<file path="config.mk">
export PLATFORM = sky130hd
export DESIGN_NAME = twowire_ctrl
export DESIGN_NICKNAME = d
export VERILOG_FILES = /design/src/rtl/twowire_pkg.sv /design/src/rtl/twowire_sync.sv /design/src/rtl/twowire_ctrl.sv
export SDC_FILE = /design/constraint.sdc
export NUM_CORES = 1
export LEC_CHECK = 0
export ABC_AREA = 1
export BUFFER_PORTS_ARGS = -buffer_cell sky130_fd_sc_hd__clkbuf_2
export CORE_ASPECT_RATIO = 0.7
export CORE_UTILIZATION = 59
export DETAILED_ROUTE_END_ITERATION = 10
export GPL_ROUTABILITY_DRIVEN = 0
export PLACE_DENSITY = 0.86
export SLEW_MARGIN = 20
export SYNTH_ARGS = -nofsm -noshare
export SYNTH_HDL_FRONTEND = slang
export SYNTH_HIERARCHICAL = 1
export SYNTH_SLANG_ARGS = --single-unit
</file>
<file path="constraint.sdc">
create_clock -name mclk -period 3.15 [get_ports mclk]
set_input_delay 0 -clock mclk [delete_from_list [all_inputs] [get_ports mclk]]
set_output_delay 0 -clock mclk [all_outputs]
set_load 0.005 [all_outputs]
</file>
<file path="src/rtl/twowire_pkg.sv">
// Shared constants, register map and state encoding for the two-wire controller
package twowire_pkg;
  // ----------------------------------------------------------------
  // Register map (index; byte address is four times the index)
  // ----------------------------------------------------------------
  localparam logic [7:0] IDX_CFG = 8'h09;
  localparam logic [7:0] IDX_STAT = 8'h28;
  localparam logic [7:0] IDX_DATA = 8'h29;
  localparam int IDX_LSB = 2;
  localparam int IDX_MSB = 9;
  localparam int ADDR_MSB = 31;
  localparam logic [2:0] HSIZE_WORD = 3'h2;
  localparam int TRANS_ACTIVE = 1;
  localparam logic [31:0] RD_ZERO = 32'h0000_0000;

  // ----------------------------------------------------------------
  // Pin routing configuration fields
  // ----------------------------------------------------------------
  localparam int B_POS = 7;
  localparam int B_VAC_POL = 5;
  localparam int B_VAL_POL = 4;
  localparam int B_WHI = 1;
  localparam int B_WLO = 0;
  localparam logic [7:0] CFG_RESET = 8'h00;
  localparam logic [7:0] CFG_WR_MASK = 8'hb3;
  localparam logic [1:0] PW_NONE = 2'h0;
  localparam logic [1:0] PW_8 = 2'h1;
  localparam logic [1:0] PW_16 = 2'h2;
  localparam logic [1:0] PW_24 = 2'h3;
  // Port usage mask: bit0 port 0, bit1 port 1, bit2 port 3
  localparam logic [2:0] PORTS_NONE = 3'h0;
  localparam logic [2:0] PORTS_8 = 3'h1;
  localparam logic [2:0] PORTS_16 = 3'h3;
  localparam logic [2:0] PORTS_24 = 3'h7;
  localparam logic [1:0] OD_NONE = 2'h0;
  localparam logic [1:0] OD_P1 = 2'h1;
  localparam logic [1:0] OD_P2 = 2'h2;
  localparam logic [1:0] PIN_LOW = 2'h0;

  // ----------------------------------------------------------------
  // Status and control fields
  // ----------------------------------------------------------------
  localparam int S_MSEL = 7;
  localparam int S_CONT = 6;
  localparam int S_XMIT = 5;
  localparam int S_ACK = 4;
  localparam int S_ADDR = 3;
  localparam int S_ARB = 2;
  localparam int S_RSTOP = 1;
  localparam int S_EN = 0;

  // ----------------------------------------------------------------
  // Bus timing
  // ----------------------------------------------------------------
  localparam int CLK_NS = 20;
  localparam int HALF_NS = 5000;
  localparam int CNT_W = 9;
  localparam logic [CNT_W-1:0] HALF_CYC = CNT_W'((HALF_NS + CLK_NS - 1) / CLK_NS);
  localparam logic [CNT_W-1:0] FULL_CYC = CNT_W'(2 * ((HALF_NS + CLK_NS - 1) / CLK_NS));
  localparam logic [2:0] LAST_BIT = 3'h7;

  typedef enum logic [3:0] {
    ST_IDLE = 4'h0,
    ST_START = 4'h1,
    ST_BIT_LO = 4'h3,
    ST_BIT_HI = 4'h2,
    ST_ACK_LO = 4'h6,
    ST_ACK_HI = 4'h7,
    ST_WAIT = 4'h5,
    ST_STOP = 4'h4,
    ST_RSTART = 4'hc
  } tw_state_e;

  // Parallel width code to port usage mask
  function automatic logic [2:0] width_ports(input logic [1:0] w);
    case (w)
      PW_24: width_ports = PORTS_24;
      PW_16: width_ports = PORTS_16;
      PW_8: width_ports = PORTS_8;
      default: width_ports = PORTS_NONE;
    endcase
  endfunction : width_ports
endpackage : twowire_pkg

</file>
<file path="src/rtl/twowire_sync.sv">
// Two-flop synchroniser for the four port pins that may carry the bus
`timescale 1ns/10ps
module twowire_sync (
  input wire logic mclk,
  input wire logic rst_b,
  input wire logic [3:0] d,
  output logic [3:0] q
);
  logic [3:0] meta;
  logic [3:0] next_meta;
  logic [3:0] next_q;

  // Idle bus lines float high, so both stages reset high
  always_comb begin
    next_meta = d;
    next_q = meta;
  end

  always_ff @(posedge mclk or negedge rst_b) begin
    if (!rst_b) begin
      meta <= 4'hf;
      q <= 4'hf;
    end else begin
      meta <= next_meta;
      q <= next_q;
    end
  end
endmodule : twowire_sync

</file>
<file path="src/rtl/twowire_ctrl.sv">
// Two-wire bus controller with shared pin routing configuration
// Notes on behaviour
// - Reset clears the whole pin routing configuration register.
// - Parallel port is active whenever its width field is nonzero.
// - Width 11 uses ports 3,1,0; 10 ports 1,0; 01 port 0.
// - Upper width bit forces bus to port 2; else position bit picks port.
// - Configuration bits 7, 1 and 0 decide the pin-out.
// - Bits 5..2 serve the parallel port only; two are writable, two read-only.
// - Routing alone does not run the bus; the enable bit must be set.
// - Serial clock sits on bit 0, serial data on bit 1.
// - Enabled, the two low bits of the chosen port are open drain.
// - Hardware alone drives and samples both bus lines.
// - Works as master, addressed slave and among contending masters.
// - Interrupt on byte end, slave receive stop, and lost arbitration.
// - Bus is held, clock stretched low, until firmware answers.
// - Data register is separate transmit and receive bytes at one address.
// - Setting master select sends start then the first data byte.
// - Clearing master select from one to zero sends a stop.
// - After an interrupt stay idle until proceed is written or master select is cleared.
// - Lost arbitration clears master select, flags it, interrupts.
`timescale 1ns/10ps
module twowire_ctrl
  import twowire_pkg::*;
(
  input wire logic mclk,
  input wire logic rst_b,
  input wire logic hsel,
  input wire logic [31:0] haddr,
  input wire logic [1:0] htrans,
  input wire logic hwrite,
  input wire logic [2:0] hsize,
  input wire logic [31:0] hwdata,
  input wire logic hready,
  output logic hreadyout,
  output logic hresp,
  output logic [31:0] hrdata,
  input wire logic inlatch_vacant,
  input wire logic outdata_valid,
  input wire logic [1:0] p1_in,
  input wire logic [1:0] p2_in,
  output logic [1:0] p1_out,
  output logic [1:0] p1_oe,
  output logic [1:0] p2_out,
  output logic [1:0] p2_oe,
  output logic [1:0] od_force,
  output logic par_active,
  output logic [2:0] par_ports,
  output logic twowire_irq
);
  // ----------------------------------------------------------------
  // Declarations
  // ----------------------------------------------------------------
  logic dp_valid, dp_write, dp_ok, rd_done;
  logic next_dp_valid, next_dp_write, next_dp_ok, next_rd_done;
  logic [7:0] dp_idx, next_dp_idx;
  logic [31:0] next_hrdata;
  logic [7:0] rd_val, cfg, next_cfg;
  logic wr_go, wr_cfg, wr_data, stat_wr, cont_req, msel_drop, busy;
  logic [3:0] pins_s;
  logic sel_p2, scl_s, sda_s, scl_r, sda_r, next_scl_r, next_sda_r;
  logic scl_rise, scl_fall, start_det, stop_det, half;
  tw_state_e state, next_state;
  logic [CNT_W-1:0] cnt, next_cnt;
  logic [2:0] bitn, next_bitn;
  logic [7:0] shreg, next_shreg, tx_byte, next_tx, rx_byte, next_rx;
  logic scl_low, sda_low, mst, tx_now, samp, next_scl_low, next_sda_low;
  logic next_mst, next_tx_now, next_samp;
  logic en, msel, xmit, ack_ctl, ack_rx, addr_f, arb_lost, rstop, restart;
  logic next_en, next_msel, next_xmit, next_ack_ctl, next_ack_rx, next_addr_f;
  logic next_arb_lost, next_rstop, next_restart, next_irq;
  logic [1:0] next_p1_oe, next_p2_oe, next_od_force;

  // ----------------------------------------------------------------
  // Bus slave
  // ----------------------------------------------------------------
  // Reads take one wait state so read data comes from a flip-flop
  assign hreadyout = !(dp_valid && !dp_write && !rd_done);
  assign hresp = 1'b0;
  assign wr_go = dp_valid && dp_write && dp_ok;
  assign wr_cfg = wr_go && (dp_idx == IDX_CFG);
  assign wr_data = wr_go && (dp_idx == IDX_DATA);
  // Status writes are locked out while a transfer is running
  assign stat_wr = wr_go && (dp_idx == IDX_STAT) && !busy;
  assign cont_req = stat_wr && hwdata[S_CONT];
  assign msel_drop = stat_wr && msel && !hwdata[S_MSEL];
  assign busy = (state != ST_IDLE) && (state != ST_WAIT);

  // Read value by index; unmapped addresses read zero
  always_comb begin
    rd_val = 8'h00;
    if (dp_ok) begin
      case (dp_idx)
        IDX_CFG: rd_val = {cfg[B_POS], 1'b0, cfg[B_VAC_POL], cfg[B_VAL_POL],
                           inlatch_vacant, outdata_valid, cfg[B_WHI:B_WLO]};
        IDX_STAT: rd_val = {msel, busy, xmit, xmit ? ack_rx : ack_ctl, addr_f, arb_lost, rstop, en};
        IDX_DATA: rd_val = rx_byte;
        default: rd_val = 8'h00;
      endcase
    end
  end

  // Address phase capture and read data register
  always_comb begin
    next_dp_valid = dp_valid;
    next_dp_write = dp_write;
    next_dp_ok = dp_ok;
    next_dp_idx = dp_idx;
    next_rd_done = rd_done;
    next_hrdata = hrdata;
    if (hreadyout) begin
      next_dp_valid = hsel && htrans[TRANS_ACTIVE] && hready;
      next_dp_write = hwrite;
      next_dp_idx = haddr[IDX_MSB:IDX_LSB];
      next_dp_ok = (haddr[ADDR_MSB:IDX_MSB+1] == '0) && (haddr[IDX_LSB-1:0] == '0) && (hsize == HSIZE_WORD);
      next_rd_done = 1'b0;
    end else begin
      next_rd_done = 1'b1;
      next_hrdata = {24'h00_0000, rd_val};
    end
  end

  always_ff @(posedge mclk or negedge rst_b) begin
    if (!rst_b) begin
      dp_valid <= 1'b0;
      dp_write <= 1'b0;
      dp_ok <= 1'b0;
      dp_idx <= 8'h00;
      rd_done <= 1'b0;
      hrdata <= RD_ZERO;
    end else begin
      dp_valid <= next_dp_valid;
      dp_write <= next_dp_write;
      dp_ok <= next_dp_ok;
      dp_idx <= next_dp_idx;
      rd_done <= next_rd_done;
      hrdata <= next_hrdata;
    end
  end

  // ----------------------------------------------------------------
  // Configuration and pin routing
  // ----------------------------------------------------------------
  // Only routing, width and polarity bits are stored; flags read live
  assign next_cfg = wr_cfg ? (hwdata[7:0] & CFG_WR_MASK) : cfg;
  assign sel_p2 = cfg[B_WHI] || cfg[B_POS];
  assign par_active = cfg[B_WHI:B_WLO] != PW_NONE;
  assign par_ports = width_ports(cfg[B_WHI:B_WLO]);
  assign scl_s = sel_p2 ? pins_s[2] : pins_s[0];
  assign sda_s = sel_p2 ? pins_s[3] : pins_s[1];
  assign p1_out = PIN_LOW;
  assign p2_out = PIN_LOW;

  // Pins only pull low, never drive high: open drain while enabled
  always_comb begin
    next_p1_oe = (en && !sel_p2) ? {sda_low, scl_low} : PIN_LOW;
    next_p2_oe = (en && sel_p2) ? {sda_low, scl_low} : PIN_LOW;
    next_od_force = !en ? OD_NONE : (sel_p2 ? OD_P2 : OD_P1);
  end

  always_ff @(posedge mclk or negedge rst_b) begin
    if (!rst_b) begin
      cfg <= CFG_RESET;
      p1_oe <= PIN_LOW;
      p2_oe <= PIN_LOW;
      od_force <= OD_NONE;
    end else begin
      cfg <= next_cfg;
      p1_oe <= next_p1_oe;
      p2_oe <= next_p2_oe;
      od_force <= next_od_force;
    end
  end

  twowire_sync u_sync (
    .mclk(mclk),
    .rst_b(rst_b),
    .d({p2_in, p1_in}),
    .q(pins_s)
  );

  // ----------------------------------------------------------------
  // Bus engine and status register
  // ----------------------------------------------------------------
  assign scl_rise = scl_s && !scl_r;
  assign scl_fall = !scl_s && scl_r;
  assign start_det = scl_s && scl_r && sda_r && !sda_s;
  assign stop_det = scl_s && scl_r && !sda_r && sda_s;
  assign half = cnt == HALF_CYC;

  always_comb begin
    next_state = state;
    next_cnt = cnt;
    next_bitn = bitn;
    next_shreg = shreg;
    next_tx = wr_data ? hwdata[7:0] : tx_byte;
    next_rx = rx_byte;
    next_scl_low = scl_low;
    next_sda_low = sda_low;
    next_mst = mst;
    next_tx_now = tx_now;
    next_samp = samp;
    next_scl_r = scl_s;
    next_sda_r = sda_s;
    next_en = en;
    next_msel = msel;
    next_xmit = xmit;
    next_ack_ctl = ack_ctl;
    next_ack_rx = ack_rx;
    next_addr_f = addr_f;
    next_arb_lost = arb_lost;
    next_rstop = rstop;
    next_restart = restart;
    next_irq = twowire_irq;
    // Firmware write first, so engine events below win over clears
    if (stat_wr) begin
      next_en = hwdata[S_EN];
      next_msel = hwdata[S_MSEL];
      next_xmit = hwdata[S_XMIT];
      next_ack_ctl = hwdata[S_ACK];
      next_restart = hwdata[S_ARB] && hwdata[S_MSEL];
      next_arb_lost = 1'b0;
      if (hwdata[S_CONT]) begin
        next_irq = 1'b0;
        next_addr_f = 1'b0;
        next_rstop = 1'b0;
      end
    end
    case (state)
      ST_IDLE: begin
        next_scl_low = 1'b0;
        next_sda_low = 1'b0;
        if (stat_wr && hwdata[S_MSEL] && !msel && hwdata[S_EN] && scl_s && sda_s) begin
          next_state = ST_START;
          next_mst = 1'b1;
          next_cnt = '0;
        end else if (en && start_det) begin
          next_state = ST_BIT_LO;
          next_mst = 1'b0;
          next_bitn = '0;
          next_tx_now = 1'b0;
          next_addr_f = 1'b1;
        end
      end
      ST_START, ST_RSTART: begin
        next_cnt = cnt + 1'b1;
        next_sda_low = (state == ST_START) || (cnt >= FULL_CYC);
        next_scl_low = (state == ST_RSTART) && (cnt < HALF_CYC);
        if (state == ST_RSTART && cnt == FULL_CYC) begin
          next_state = ST_START;
          next_cnt = '0;
        end else if (state == ST_START && half) begin
          next_state = ST_BIT_LO;
          next_cnt = '0;
          next_bitn = '0;
          next_shreg = tx_byte;
          next_tx_now = 1'b1;
          next_scl_low = 1'b1;
        end
      end
      ST_BIT_LO: begin
        // Master data moves two cycles after its clock falls, never while it is high
        if (!mst || cnt != '0) next_sda_low = tx_now && !shreg[7];
        if (mst) begin
          next_scl_low = 1'b1;
          next_cnt = cnt + 1'b1;
          if (half) begin
            next_state = ST_BIT_HI;
            next_cnt = '0;
            next_scl_low = 1'b0;
          end
        end else if (scl_rise) begin
          next_state = ST_BIT_HI;
          next_samp = sda_s;
        end
      end
      ST_BIT_HI: begin
        // A slow or stretching device holds the clock low; count waits
        if (mst && scl_s) next_cnt = cnt + 1'b1;
        if (mst && scl_s && tx_now && !sda_low && !sda_s) begin
          next_msel = 1'b0;
          next_arb_lost = 1'b1;
          next_addr_f = 1'b1;
          next_irq = 1'b1;
          next_mst = 1'b0;
          next_state = ST_IDLE;
          next_scl_low = 1'b0;
          next_sda_low = 1'b0;
        end else if ((mst && half) || (!mst && scl_fall)) begin
          next_shreg = {shreg[6:0], mst ? sda_s : samp};
          next_cnt = '0;
          next_scl_low = mst;
          if (bitn == LAST_BIT) begin
            if (!tx_now) next_rx = {shreg[6:0], mst ? sda_s : samp};
            next_state = mst ? ST_ACK_LO : ST_WAIT;
            if (!mst) begin
              next_irq = 1'b1;
              next_scl_low = 1'b1;
              next_sda_low = 1'b0;
            end
          end else begin
            next_bitn = bitn + 1'b1;
            next_state = ST_BIT_LO;
          end
        end
      end
      ST_ACK_LO: begin
        if (!mst || cnt != '0) next_sda_low = !tx_now && ack_ctl;
        if (mst) begin
          next_scl_low = 1'b1;
          next_cnt = cnt + 1'b1;
          if (half) begin
            next_state = ST_ACK_HI;
            next_cnt = '0;
            next_scl_low = 1'b0;
          end
        end else begin
          next_scl_low = 1'b0;
          if (scl_rise) begin
            next_state = ST_ACK_HI;
            next_samp = sda_s;
          end
        end
      end
      ST_ACK_HI: begin
        if (mst) begin
          if (scl_s) next_cnt = cnt + 1'b1;
          if (half) begin
            if (tx_now) next_ack_rx = !sda_s;
            next_cnt = '0;
            next_scl_low = 1'b1;
            next_state = ST_WAIT;
            next_irq = 1'b1;
          end
        end else if (scl_fall) begin
          if (tx_now) next_ack_rx = !samp;
          next_state = ST_BIT_LO;
          next_bitn = '0;
          next_shreg = tx_byte;
          next_tx_now = xmit;
          next_sda_low = 1'b0;
        end
      end
      ST_WAIT: begin
        // Clock stays low until firmware answers the interrupt
        next_scl_low = 1'b1;
        next_sda_low = 1'b0;
        if (mst && msel_drop) begin
          next_state = ST_STOP;
          next_cnt = '0;
        end else if (cont_req) begin
          next_cnt = '0;
          if (!mst) begin
            next_state = ST_ACK_LO;
          end else if (hwdata[S_ARB] && hwdata[S_MSEL]) begin
            next_state = ST_RSTART;
            next_restart = 1'b0;
          end else begin
            next_state = ST_BIT_LO;
            next_bitn = '0;
            next_shreg = tx_byte;
            next_tx_now = hwdata[S_XMIT];
          end
        end
      end
      ST_STOP: begin
        next_cnt = cnt + 1'b1;
        next_sda_low = 1'b1;
        next_scl_low = cnt < HALF_CYC;
        if (cnt == FULL_CYC) begin
          next_state = ST_IDLE;
          next_sda_low = 1'b0;
          next_mst = 1'b0;
        end
      end
      default: next_state = ST_IDLE;
    endcase
    // Slave watches for stop and repeated start at any point of a frame
    if (!mst && state != ST_IDLE) begin
      if (stop_det) begin
        next_state = ST_IDLE;
        next_scl_low = 1'b0;
        next_sda_low = 1'b0;
        if (!tx_now && ack_ctl) begin
          next_rstop = 1'b1;
          next_irq = 1'b1;
        end
      end else if (start_det) begin
        next_state = ST_BIT_LO;
        next_bitn = '0;
        next_tx_now = 1'b0;
        next_addr_f = 1'b1;
      end
    end
    // Disabling releases the pins and drops any pending request
    if (!next_en) begin
      next_state = ST_IDLE;
      next_scl_low = 1'b0;
      next_sda_low = 1'b0;
      next_mst = 1'b0;
      next_msel = 1'b0;
      next_irq = 1'b0;
    end
  end

  always_ff @(posedge mclk or negedge rst_b) begin
    if (!rst_b) begin
      state <= ST_IDLE;
      cnt <= '0;
      bitn <= '0;
      shreg <= 8'h00;
      tx_byte <= 8'h00;
      rx_byte <= 8'h00;
      {scl_low, sda_low, mst, tx_now, samp} <= 5'h00;
      {scl_r, sda_r} <= 2'h3;
      {en, msel, xmit, ack_ctl, ack_rx} <= 5'h00;
      {addr_f, arb_lost, rstop, restart, twowire_irq} <= 5'h00;
    end else begin
      state <= next_state;
      cnt <= next_cnt;
      bitn <= next_bitn;
      shreg <= next_shreg;
      tx_byte <= next_tx;
      rx_byte <= next_rx;
      {scl_low, sda_low, mst, tx_now, samp} <= {next_scl_low, next_sda_low, next_mst, next_tx_now, next_samp};
      {scl_r, sda_r} <= {next_scl_r, next_sda_r};
      {en, msel, xmit, ack_ctl, ack_rx} <= {next_en, next_msel, next_xmit, next_ack_ctl, next_ack_rx};
      {addr_f, arb_lost, rstop, restart, twowire_irq} <= {next_addr_f, next_arb_lost, next_rstop, next_restart, next_irq};
    end
  end
endmodule : twowire_ctrl

</file>
---- Word-level counts from Yosys, hierarchy flattened ----
Index checks and enable logic that the tools add are counted.
word-level totals
  word-level logic and storage cells ...... 331
  bits of input ports ..................... 80
  register bits ........................... 95
operators by class
  mux-type cells .......................... 168
  eq/ne operators ......................... 39
  $add $sub $neg .......................... 2
  reduce and logical (&&, ||, !) cells .... 83
  order comparisons ....................... 2
  bitwise gates (word level) .............. 3
operator list
  operator               number
  $mux W9                13
  $mux W4                24
  $mux W8                11
  $mux W1                86
  $pmux W9 S7            1
  $mux W3                17
  $logic_and A1 B1 Y1    45
  $pmux W4 S8            1
  $pmux W8 S4            1
  $ne A2 B2 Y1 const B   13
  $pmux W8 S3            1
  $logic_not A22 Y1      1
  $eq A4 B3 Y1 const B   4
  $eq A8 B6 Y1 const B   2
  $logic_not A1 Y1       16
  $pmux W3 S5            1
  $ne A3 B3 Y1 const B   4
  $reduce_and A11 Y1     1
  $mux W2                5
  $add A9 B1 Y9 const B  1
  $eq A9 B8 Y1 const B   1
  $eq A9 B9 Y1 const B   1
  $ge A9 B9 Y1 const B   1
  $lt A9 B8 Y1 const B   1
  other kinds (32)       45

---- Logic depth before layout (Yosys ltp) ----
  depth after elaboration ................. 15
  gate-level depth with buffers ........... 15

---- By module ----
The synthesis kept the hierarchy.
modules (own cells, without submodules)
  module        area an instance (µm²)  times used  cells an instance  sequential area each (µm²)
  twowire_ctrl  5371.4                  1           723                2179.6
  twowire_sync  210.2                   1           8                  210.2

---- Worst setup path after synthesis ----
OpenSTA, ideal clock, no wires.
  path type ............................... register -> register
  start point ............................. reg cnt[2]
  end point ............................... reg shreg[5]
  data arrival time ....................... 1.692 ns
  buffers on the path ..................... 2
  library setup time ...................... 0.123 ns
  path slack .............................. 1.334 ns
  clock period less this slack ............ 1.816 ns
  stages on the path, launching flop included .. 15
  path through ............................ dfrtp_1 -> buf_2 -> inv_2 -> nand2_2 -> nor2_4 -> inv_1 -> nor2_2 -> nand3_2 -> nand2_1 -> nand2_1 -> nor3_4 -> nand2_4 -> buf_8 -> nand2_2 -> o21ai_2
between the ends
  cells in the longest elaborated chain, start to end .. 5
RTL lines
  element                         line                 text
  from (decl)                     twowire_ctrl.sv:63   logic [CNT_W-1:0] cnt, next_cnt;
  from (signal assigned)          twowire_ctrl.sv:419  cnt <= next_cnt;
  $eq A9 B8 Y1                    twowire_ctrl.sv:188  assign half = cnt == HALF_CYC;
  $logic_and A1 B1 Y1             twowire_ctrl.sv:288  end else if ((mst && half) || (!mst && scl_fall)) begin
  $logic_or A1 B1 Y1              twowire_ctrl.sv:288
  $ne A2 B2 Y1 (no line)          -
  $reduce_and A11 Y1 (no line) *  -
  to (signal assigned)            twowire_ctrl.sv:421  shreg <= next_shreg;
  to (decl)                       twowire_ctrl.sv:65   logic [7:0] shreg, next_shreg, tx_byte, next_tx, rx_byte, next_rx;
Every way passes the cells marked *; elsewhere a longest branch is shown, timed or not.
A chain may end at the register's enable or synchronous reset.

---- Worst setup path after layout ----
  start point ............................. in haddr[28]
  end point ............................... reg dp_ok
between the ends
  cells in the longest elaborated chain, start to end .. 3
RTL lines
  element                            line                 text
  from (decl)                        twowire_ctrl.sv:28   input wire logic [31:0] haddr,
  $logic_not A22 Y1                  twowire_ctrl.sv:114  next_dp_ok = (haddr[ADDR_MSB:IDX_MSB+1] == '0) && (haddr[IDX_LSB-1:0] == '0) && (hsize == HSIZE_WORD);
  $logic_and A1 B1 Y1 (2 in series)  twowire_ctrl.sv:114
  to (signal assigned)               twowire_ctrl.sv:133  dp_ok <= next_dp_ok;
  to (decl)                          twowire_ctrl.sv:53   logic dp_valid, dp_write, dp_ok, rd_done;
No other way between the ends.

==> out/qor.txt <==
Chip Height -> 83.4 microns
Psw -> 1.71 mW
number of DRC markers in iteration 0 -> 752
Final Hold Viols -> 0
area grow syn2layout -> 16.6%
largest net degree at the start of global routing -> 80
Tcrit/Tclk final -> 0.815
Num Clock Sinks -> 95
layout cell share with drive strength beyond 1 -> 0.192
Relative slew margins -> 0.349
IO Count -> 129
Synth top area share -> 0.381
dpl cells -> 917
WL per Instance -> 16.0 microns
crit path launch type -> input port
Cells after Synth -> 731
Die X -> 118 microns
fin nets -> 913
Synth area leaders -> dfrtp_1, nand2_1, o21ai_0
Setup crit end -> dp_ok
global-route wire length before repair -> 24600 microns
final setup TNS -> 0 ns
routed wire length -> 15300 microns
flops & latches, synth -> 95
H-tree levels -> 3
CTS tree -> yes
DRC viols -> 0
CTS clock-pin slew for the worst setup and hold paths -> 0.06 ns
Worst Hold Launch -> hwdata[5]
Tightest Pin Transition -> 0.977 ns
leak pwr -> 3.35 nW
Fmax -> 389 MHz
asr flop ratio synth -> 1.00
Post-synth EDFFs -> 0
Rows -> 29
synthesized cell area -> 0.00558 sq mm
min cycle time layout -> 2.57 ns
worst-case clock buffer depth -> 2
die area -> 0.00986 sq mm
post-synth top area cell -> dfrtp_1
GR Util All Layers -> 0.321
Power Density -> 651 mW/mm^2
port bufs -> 74
max-slew violation count -> 0
Int Pwr -> 2.53 mW
Worst EP arrival -> 2.86 ns
CORE AREA -> 0.00911 sq mm
worst reg2reg path depth -> 5
Setup crit end kind -> flip-flop
Crit Path Max Fanout -> 1
Worst VDD drop -> 0.396 mV
routed vias/inst -> 5.71
vias in the first global route -> 5094
list of most frequent post-synthesis cells -> nand2_1, dfrtp_1, inv_1
Routed Antenna Nets -> 0
Initial Util -> 0.613
Ant. Diodes -> 0
clk_lat worst skew -> 0.36 ns
RSZ-0062 raised after global routing -> false
DRT Pass-1 Iters -> 7
grt total ovfl -> 0
RR Endpoint -> dp_ok
Distinct cells, synth -> 47
power share of the clock group -> 0.262
status -> complete, no violations
max-cap viol count -> 0
initial antenna violation count -> 0
reg2reg start -> dp_write
Layout Cells excl Fill -> 959
Worst Clk Skew -> 0.0139 ns
Worst Setup Path Type -> in2reg
sequential power share -> 0.356
reg2reg setup slack -> 0.68 ns
Logic pwr share -> 0.382
dominant synthesized flop cell -> dfrtp_1
CTS Buf Count -> 9
critical path launch point -> haddr[28]
count leader, synth -> nand2_1
via count -> 5472
placed wire-length estimate -> 10600 microns
hold crit path type -> in2reg
switching fraction of total power -> 0.404
CTS root buffer -> clkbuf_16
syn_area_per_cell -> 7.64 sq um
CTS resizes -> 0
warnings from Yosys -> 6
Req. time, crit path -> 3.44 ns
Seq/Total Area, Yosys -> 0.428
Final Setup Violations -> 0
==> power groups by stage <==
stage | clock network, mW | registers [mW] | logic [mW]
2_1_floorplan | 0 | 1.49 | 1.23
5_1_grt | 1.17 | 1.53 | 1.79
3_3_place_gp | 0 | 1.52 | 1.47
4_1_cts | 1.12 | 1.50 | 1.56
6_report | 1.11 | 1.51 | 1.62
3_5_place_dp | 0 | 1.52 | 1.53
==> per-stage QoR <==
step / utilization / area, sq um / total power, mW / setup WS, ns / hold slack [ns]
floorplan: - / 5690 / 2.72 / 1.33 / -0.296
CTS: 0.714 / 6510 / 4.19 / 0.659 / 0.00280
global route: 0.714 / 6510 / 4.49 / 0.475 / 0.0374
global placement: 0.653 / 5950 / 2.98 / 0.999 / 0.0895
finish: 0.714 / 6510 / 4.24 / 0.582 / 0.0137
detailed placement: 0.653 / 5950 / 3.06 / 0.919 / 0.0889
==> layout make-up <==
type / count / area, sq um
fill: 695 / 2600
multi-input combinational: 529 / 2660
clock buffer: 11 / 243
inverter: 91 / 343
sequential: 95 / 2390
timing repair buffer: 104 / 663
clock inverter: 5 / 56.3
tap: 124 / 155
==> critical path, stage by stage <==
cell and delay (ns):
dlygate4sd3_1 0.55, clkbuf_2 0.11, nor4_1 0.15, dlygate4sd3_1 0.58
nand2_1 0.04, dlygate4sd3_1 0.56, o32ai_1 0.29, dlygate4sd3_1 0.59
==> cells in the final DEF (no fill, tap or decap), drive strengths merged, types with 3 or more instances in the layout <==
| cell | n |
|---|---|
| nand3 | 34 |
| nand4 | 13 |
| nor4 | 8 |
| o211ai | 19 |
| clkinv | 4 |
| inv | 90 |
| dlygate4sd3 | 26 |
| xor2 | 7 |
| nor3 | 10 |
| nor2 | 59 |
| buf | 5 |
| o21ai | 84 |
| conb | 29 |
| nand2 | 224 |
| clkbuf | 84 |
| a21oi | 25 |
| dfstp | 10 |
| ha | 3 |
| dfrtp | 85 |
==> worst min path at each step <==
stage	cells after the start	slack, ns	end
after floorplan	0	-0.30	ack_ctl
after CTS	3	0.003	tx_byte[5]
after detailed placement	1	0.09	u_sync/meta[2]
after global placement	1	0.09	u_sync/meta[2]
final	3	0.01	xmit
after global routing	3	0.04	cfg[5]
==> state kept, by name, indices dropped and copies added, names as in the netlist, 5 cells and up <==
signal,cells
cnt,9
dp_idx,8
hrdata,8
rx_byte,8
shreg,8
tx_byte,8
cfg,5
==> per-layer routing <==
| metal | up-vias | global-route usage | wire length (microns) |
|---|---|---|---|
| li1 | 2512 | - | - |
| met1 | 2566 | 0.433 | 6380 |
| met2 | 340 | 0.496 | 6780 |
| met3 | 54 | 0.0934 | 1710 |
| met4 | 0 | 0.115 | 452 |
| met5 | - | 0 | 0 |
==> cells by family (layout without fill, tap and decap cells) <==
kind of cell	Yosys count	in the layout	synth area share
other cells	1	29	0.000672
buf+inv	135	211	0.115
compound gates	138	138	0.147
flops	95	95	0.428
simple gates	350	350	0.288
xor+xnor	7	7	0.0110
fa+ha+maj	3	3	0.00673
mux	2	2	0.00403
==> repair_timing <==
item / in CTS / in global routing
hold buffers: 26 / 0
endpoints found under the hold margin: 90 / 0
setup buffers: 0 / 0
No activity file was read; power rests on OpenSTA's default activity.
